### config.mk
export PLATFORM = sky130hd
export DESIGN_NAME = cdra_alarm_irq
export DESIGN_NICKNAME = d
export VERILOG_FILES = /design/src/core/cdra_pkg.sv /design/src/core/cdra_change_det.sv /design/src/core/cdra_flag_bank.sv /design/src/core/cdra_alarm_irq.sv
export SDC_FILE = /design/constraint.sdc
export NUM_CORES = 1
export LEC_CHECK = 0
export BUFFER_PORTS_ARGS = -buffer_cell sky130_fd_sc_hd__clkbuf_2
export CORE_ASPECT_RATIO = 1.4
export CORE_UTILIZATION = 45
export DETAILED_ROUTE_END_ITERATION = 8
export MAX_ROUTING_LAYER = met4
export PLACE_DENSITY_LB_ADDON = 0.1
export SLEW_MARGIN = 5
export SYNTH_ARGS = -nofsm -noshare
export SYNTH_HDL_FRONTEND = slang
export SYNTH_HIERARCHICAL = 1
export SYNTH_SLANG_ARGS = --single-unit
### constraint.sdc
create_clock -name ref_clk -period 0.85 [get_ports ref_clk]
set_input_delay 0.0425 -clock ref_clk [delete_from_list [all_inputs] [get_ports ref_clk]]
set_output_delay 0.0425 -clock ref_clk [all_outputs]
set_load 0.1 [all_outputs]
### src/core/cdra_pkg.sv
// Package of offsets, field positions and carrier types for the alarm status and interrupt block.
// Summary of operation
// One status register per channel at fixed offsets.
// Bit 5 shows live loss-of-lock state.
// Bit 4 shows live signal-loss alarm.
// Bit 1 sets on lock change, clears on read.
// Bit 0 sets on signal change, clears on read.
// Lock flag interrupts only when its enable set.
// Signal flag interrupts only when its enable set.
// Bits 7,6,3,2 read zero; all reset zero.
// Enable bits mask when 0; default 0.
// Interrupt holds while any enabled flag set.
// Host reads status to learn and clear cause.
package cdra_pkg;

    localparam int          CDRA_NUM_CH       = 4;
    localparam int          CDRA_ADDR_W       = 8;
    localparam int          CDRA_DATA_W       = 8;

    // Byte offsets of the per-channel status registers.
    localparam logic [7:0]  CDRA_CH0_OFFS     = 8'h0A;
    localparam logic [7:0]  CDRA_CH1_OFFS     = 8'h12;
    localparam logic [7:0]  CDRA_CH2_OFFS     = 8'h1A;
    localparam logic [7:0]  CDRA_CH3_OFFS     = 8'h22;

    // Field positions inside a status register.
    localparam int          CDRA_LOCK_LOST_BIT   = 5;
    localparam int          CDRA_SIGNAL_LOST_BIT = 4;
    localparam int          CDRA_LOCK_CHG_BIT    = 1;
    localparam int          CDRA_SIGNAL_CHG_BIT  = 0;

    // Value after reset and value read at unmapped addresses.
    localparam logic [7:0]  CDRA_STATUS_RESET = 8'h00;
    localparam logic [7:0]  CDRA_UNMAPPED_VAL = 8'h00;

    // Read request from the host side of the control interface.
    typedef struct packed {
        logic                   en;
        logic [CDRA_ADDR_W-1:0] addr;
    } cdra_rd_req_s;

    // Read answer back to the host side.
    typedef struct packed {
        logic                   valid;
        logic [CDRA_DATA_W-1:0] data;
    } cdra_rd_rsp_s;

endpackage

### src/core/cdra_change_det.sv
// Change detector: flags any bit of a level vector that differs from its last sampled value.
`timescale 1ns/1ps
module cdra_change_det
    import cdra_pkg::*;
#(
    parameter int W = 4
) (
    // Clock and reset.
    input  wire logic         ref_clk,
    input  wire logic         rst,
    // Level in, one-cycle change pulses out.
    input  wire logic [W-1:0] level,
    output logic      [W-1:0] changed
);

    typedef struct packed {
        logic         primed;
        logic [W-1:0] prev;
    } cdra_det_state_s;

    cdra_det_state_s st_q;
    cdra_det_state_s st_d;

    // The first sample after reset only primes the history, so a status that is
    // already asserted out of reset is not reported as a change.
    always_comb begin
        st_d        = st_q;
        st_d.primed = 1'b1;
        st_d.prev   = level;
    end

    assign changed = st_q.primed ? (level ^ st_q.prev) : '0;

    // State register.
    always_ff @(posedge ref_clk or posedge rst) begin
        if (rst) begin
            st_q <= '0;
        end else begin
            st_q <= st_d;
        end
    end

endmodule // cdra_change_det

### src/core/cdra_flag_bank.sv
// Bank of sticky flags: hardware sets, read clears, a set in the clearing cycle wins.
`timescale 1ns/1ps
module cdra_flag_bank
    import cdra_pkg::*;
#(
    parameter int W = 4
) (
    // Clock and reset.
    input  wire logic         ref_clk,
    input  wire logic         rst,
    // Set and clear requests.
    input  wire logic [W-1:0] set,
    input  wire logic [W-1:0] clr,
    // Held flags.
    output logic      [W-1:0] flags
);

    typedef struct packed {
        logic [W-1:0] flags;
    } cdra_flag_state_s;

    cdra_flag_state_s st_q;
    cdra_flag_state_s st_d;

    // Set beats clear so a change arriving during the clearing read is kept.
    always_comb begin
        st_d       = st_q;
        st_d.flags = (st_q.flags & ~clr) | set;
    end

    assign flags = st_q.flags;

    // State register; flags are zero after reset.
    always_ff @(posedge ref_clk or posedge rst) begin
        if (rst) begin
            st_q <= '0;
        end else begin
            st_q <= st_d;
        end
    end

endmodule // cdra_flag_bank

### src/core/cdra_alarm_irq.sv
// Top of the per-channel alarm status and interrupt status register block.
`timescale 1ns/1ps
module cdra_alarm_irq
    import cdra_pkg::*;
#(
    parameter int NUM_CH = CDRA_NUM_CH
) (
    // Clock and reset.
    input  wire logic                ref_clk,
    input  wire logic                rst,
    // Live detector levels, one bit per channel.
    input  wire logic [NUM_CH-1:0]   lock_lost_state,
    input  wire logic [NUM_CH-1:0]   signal_lost_state,
    // Enable bits from the per-channel configuration registers.
    input  wire logic [NUM_CH-1:0]   lock_change_irq_enable,
    input  wire logic [NUM_CH-1:0]   signal_change_irq_enable,
    // Register read port of the control interface.
    input  wire cdra_rd_req_s        rd_req,
    output cdra_rd_rsp_s             rd_rsp,
    // External interrupt, active high.
    output logic                     irq
);

    typedef struct packed {
        cdra_rd_rsp_s rsp;
        logic         irq;
    } cdra_top_state_s;

    localparam logic [3:0][7:0] CH_OFFS = {CDRA_CH3_OFFS, CDRA_CH2_OFFS, CDRA_CH1_OFFS, CDRA_CH0_OFFS};

    cdra_top_state_s   st_q;
    cdra_top_state_s   st_d;
    logic [NUM_CH-1:0] lock_chg;
    logic [NUM_CH-1:0] signal_chg;
    logic [NUM_CH-1:0] lock_change_flag;
    logic [NUM_CH-1:0] signal_change_flag;
    logic [NUM_CH-1:0] ch_hit;

    // Address decode: one hit line per channel register.
    always_comb begin
        for (int i = 0; i < NUM_CH; i++) begin
            ch_hit[i] = rd_req.en && (rd_req.addr == CH_OFFS[i]);
        end
    end

    // Edge detection on the live detector levels.
    cdra_change_det #(.W(NUM_CH)) u_lock_det (
        .ref_clk (ref_clk),
        .rst     (rst),
        .level   (lock_lost_state),
        .changed (lock_chg)
    );

    cdra_change_det #(.W(NUM_CH)) u_signal_det (
        .ref_clk (ref_clk),
        .rst     (rst),
        .level   (signal_lost_state),
        .changed (signal_chg)
    );

    // Sticky change flags; a read of a channel register clears both of its flags.
    cdra_flag_bank #(.W(NUM_CH)) u_lock_flags (
        .ref_clk (ref_clk),
        .rst     (rst),
        .set     (lock_chg),
        .clr     (ch_hit),
        .flags   (lock_change_flag)
    );

    cdra_flag_bank #(.W(NUM_CH)) u_signal_flags (
        .ref_clk (ref_clk),
        .rst     (rst),
        .set     (signal_chg),
        .clr     (ch_hit),
        .flags   (signal_change_flag)
    );

    // Read data is captured in the request cycle, so the host sees the flag
    // value before the clear takes effect. Unmapped addresses answer zero.
    always_comb begin
        st_d           = st_q;
        st_d.rsp.valid = rd_req.en;
        st_d.rsp.data  = CDRA_UNMAPPED_VAL;
        for (int i = 0; i < NUM_CH; i++) begin
            if (ch_hit[i]) begin
                st_d.rsp.data[CDRA_LOCK_LOST_BIT]   = lock_lost_state[i];
                st_d.rsp.data[CDRA_SIGNAL_LOST_BIT] = signal_lost_state[i];
                st_d.rsp.data[CDRA_LOCK_CHG_BIT]    = lock_change_flag[i];
                st_d.rsp.data[CDRA_SIGNAL_CHG_BIT]  = signal_change_flag[i];
            end
        end
        // Enables at zero mask their flag; the output stays up while any enabled flag is held.
        st_d.irq = |(lock_change_flag & lock_change_irq_enable)
                 | |(signal_change_flag & signal_change_irq_enable);
    end

    assign rd_rsp = st_q.rsp;
    assign irq    = st_q.irq;

    // State register.
    always_ff @(posedge ref_clk or posedge rst) begin
        if (rst) begin
            st_q <= '0;
        end else begin
            st_q <= st_d;
        end
    end

endmodule // cdra_alarm_irq

==> impl_metrics.ini <==
[outcome]
outcome = finished, violations left
violations = negative setup slack

[final_layout]
seqCellArea_sq_um = 608
layout_commonest_cell = clkbuf_2
stdcell_count = 214
antennaDiodeCount = 0
syn_to_final_growth_pct = 62.4
drive_above_1_share = 0.456
n_fill_cell = 163
multi_input_area_sq_um = 574
mostFrequentLayoutCells = clkbuf_2, buf_4, dfrtp_1, dlygate4sd3_1, inv_1
final_nets = 208

[timing]
finalWorstSetupSlack_ns = -0.162
setup_viol = 19
slew_viol_final = 0
rsz0062_at_grt = true
fin_crit_ns = 1.01
clock_skew_ns = 0.00485
fmax_ghz = 0.988
finalHoldViolations = 0
fin_crit_sh = 1.19

[drt]
vias = 1087
route.antenna.remaining_nets = 0
drtIter0Drc = 18
wirelength_microns = 3230
viasPerCell = 5.08
drc = 0
drtPass1Iterations = 4
detail_route.wl_per_cell_microns = 15.1

[power]
power_mw = 2.29
p_per_area_mw_per_mm2 = 1200
p_leak_nw = 0.856
peakVddDrop_uv = 977

[clocking]
numCtsBuffers = 3
cts.clk_slew.worst_paths_ns = 0.13
cts_root_buffer = clkbuf_4
clock_latency_ns = 0.32
htreeDepth = 1
cts_tree = yes
clock_path_buffers = 2
cts.sinks = 24

[die]
num_rows = 21
die_area_sq_mm = 0.00282
core_area_sq_mm = 0.00242
die_height_microns = 62.4
initial_core_util = 0.485
ioPinCount = 37
die_w_microns = 45.1

[run]
max-cap-violations = 0

[worst_setup_path]
critPathKind = in2reg
slowest_delay_ns = 0.44
arrival_ns = 1.23
end_kind = flop
cp_slowest_cell = or3_4
crit_family = simple AND/OR/NAND/NOR gates
critPathBufInv = 3
crit_fanout = 4
r2r_start = u_lock_flags/flags[1]
crit_chain = buf_6, or3b_4, or3_4, clkinv_4, inv_2, a21o_1
startpoint_type = primary input
ff2ff_setup_slack_ns = -0.13
cp.depth = 6
critPathRequiredTime_ns = 1.06
r2r_end = rd_rsp[1]
r2r_cells = 3

[yosys]
muxShareOfSynthArea = 0
synth_cells = 110
async_flop_share = 1.00
synth_compound_area_frac = 0.134
ys_seq_area_frac = 0.512
synth-seq-cells = 24
synth_area_sq_mm = 0.00117
synth_xor_area_frac = 0.0598
yosysUniqueCellTypes = 31
dominantRegCellSynth = dfrtp_1
synth_fa_ha_area_frac = 0
synth_top_family_by_area = simple AND/OR/NAND/NOR gates
yosysWarnings = 6
synth_edf_count = 0
avgSynthCellArea_sq_um = 10.7
synthSimpleGateAreaFrac = 0.203

[place]
dp_hpwl_microns = 2240
gp_congestion = 0.817
dp.cells = 189
port_buffers = 32

[worst_hold_path]
whs_path_depth = 3
hold_class = in2reg
hold-path-endpoint = irq
hold_start = lock_change_irq_enable[3]

[grt]
grt_max_degree = 14
antenna_found_initial = 0
grt_util_all_layers = 0.246
overflow = 0
grt_pass1_vias = 1132
grt_pass1_wl_microns = 4770
where the power goes:
| group | switching [mW] | internal [mW] | total (mW) |
|---|---|---|---|
| clock | 0.337 | 0.262 | 0.599 |
| sequential | 0.0189 | 1.17 | 1.19 |
| combinational | 0.275 | 0.229 | 0.504 |
synth_stat cells (2+ instances only):
library cell / count / area, sq um
a21o_1: 8 / 60.1
a22oi_1: 4 / 30.0
a31oi_1: 2 / 12.5
and2_1: 8 / 50.1
and3b_1: 5 / 43.8
buf_4: 4 / 30.0
conb_1: 3 / 11.3
dfrtp_1: 24 / 601
inv_1: 15 / 56.3
nand4_1: 3 / 18.8
nor2_1: 2 / 7.51
nor3b_1: 3 / 22.5
nor4_1: 2 / 12.5
o2111ai_1: 2 / 17.5
or3b_4: 2 / 22.5
xor2_1: 8 / 70.1
kinds of logic after synthesis:
family,count (synthesis)
other cells,3
simple gates,33
flops,24
xor+xnor,8
buf+inv,21
compound gates,21
flip-flops by register name, summed over array words and instances (netlist names):
name                  cells
u_lock_flags/flags        4
u_signal_flags/flags      4
rd_rsp                    5
irq                       1
u_signal_det/st_q         5
u_lock_det/st_q           5
layout make-up:
class | instances | share of cell area
multi-input combinational | 68 | 0.302
tap | 34 | 0.0223
timing repair buffer | 68 | 0.304
inverter | 16 | 0.0342
clock buffer | 4 | 0.0191
sequential | 24 | 0.319
per-stage QoR:
step | hold slack (ns) | TNS, ns | utilization | cell area, sq um | setup slack (ns)
floorplan | -0.191 | -1.98 | - | 1230 | -0.329
global placement | -0.00839 | -4.47 | 0.663 | 1600 | -0.445
detailed placement | -0.00442 | -4.66 | 0.663 | 1600 | -0.472
CTS | 0.0103 | -1.76 | 0.766 | 1850 | -0.129
global route | 0.0255 | -2.39 | 0.788 | 1900 | -0.256
finish | 0.00677 | -1.86 | 0.788 | 1900 | -0.162
worst register-to-register path, stage by stage (launching register included):
cell and delay (ns):
dfrtp_1 0.39, and3b_1 0.17, o2111ai_2 0.19, a31oi_1 0.11
repair_timing:
action,CTS,global route
hold endpoints to repair,34,0
setup endpoints to repair,19,19
setup buffers,3,1
hold buffers,17,0
cloned,0,0
gates resized for setup,4,11
pin swaps,19,9
per-layer routing:
| layer | part of all wire | vias up | global-route usage |
|---|---|---|---|
| met5 | 0 | - | - |
| met4 | 0.036 | 0 | 0.125 |
| met3 | 0.050 | 12 | 0.0260 |
| met2 | 0.54 | 50 | 0.424 |
| met1 | 0.37 | 515 | 0.265 |
| li1 | - | 510 | - |
worst max path at each step:
stage	from	to	slack (ns)
after global routing	u_lock_flags/flags[3]	rd_rsp[1]	-0.26
after CTS	irq	irq	-0.13
after detailed placement	rd_req[0]	u_lock_flags/flags[3]	-0.47
after global placement	rd_req[0]	u_signal_flags/flags[3]	-0.45
final	rd_req[4]	u_lock_flags/flags[3]	-0.16
after floorplan	rd_req[3]	u_lock_flags/flags[3]	-0.33
No activity file was read; power rests on OpenSTA's default activity.
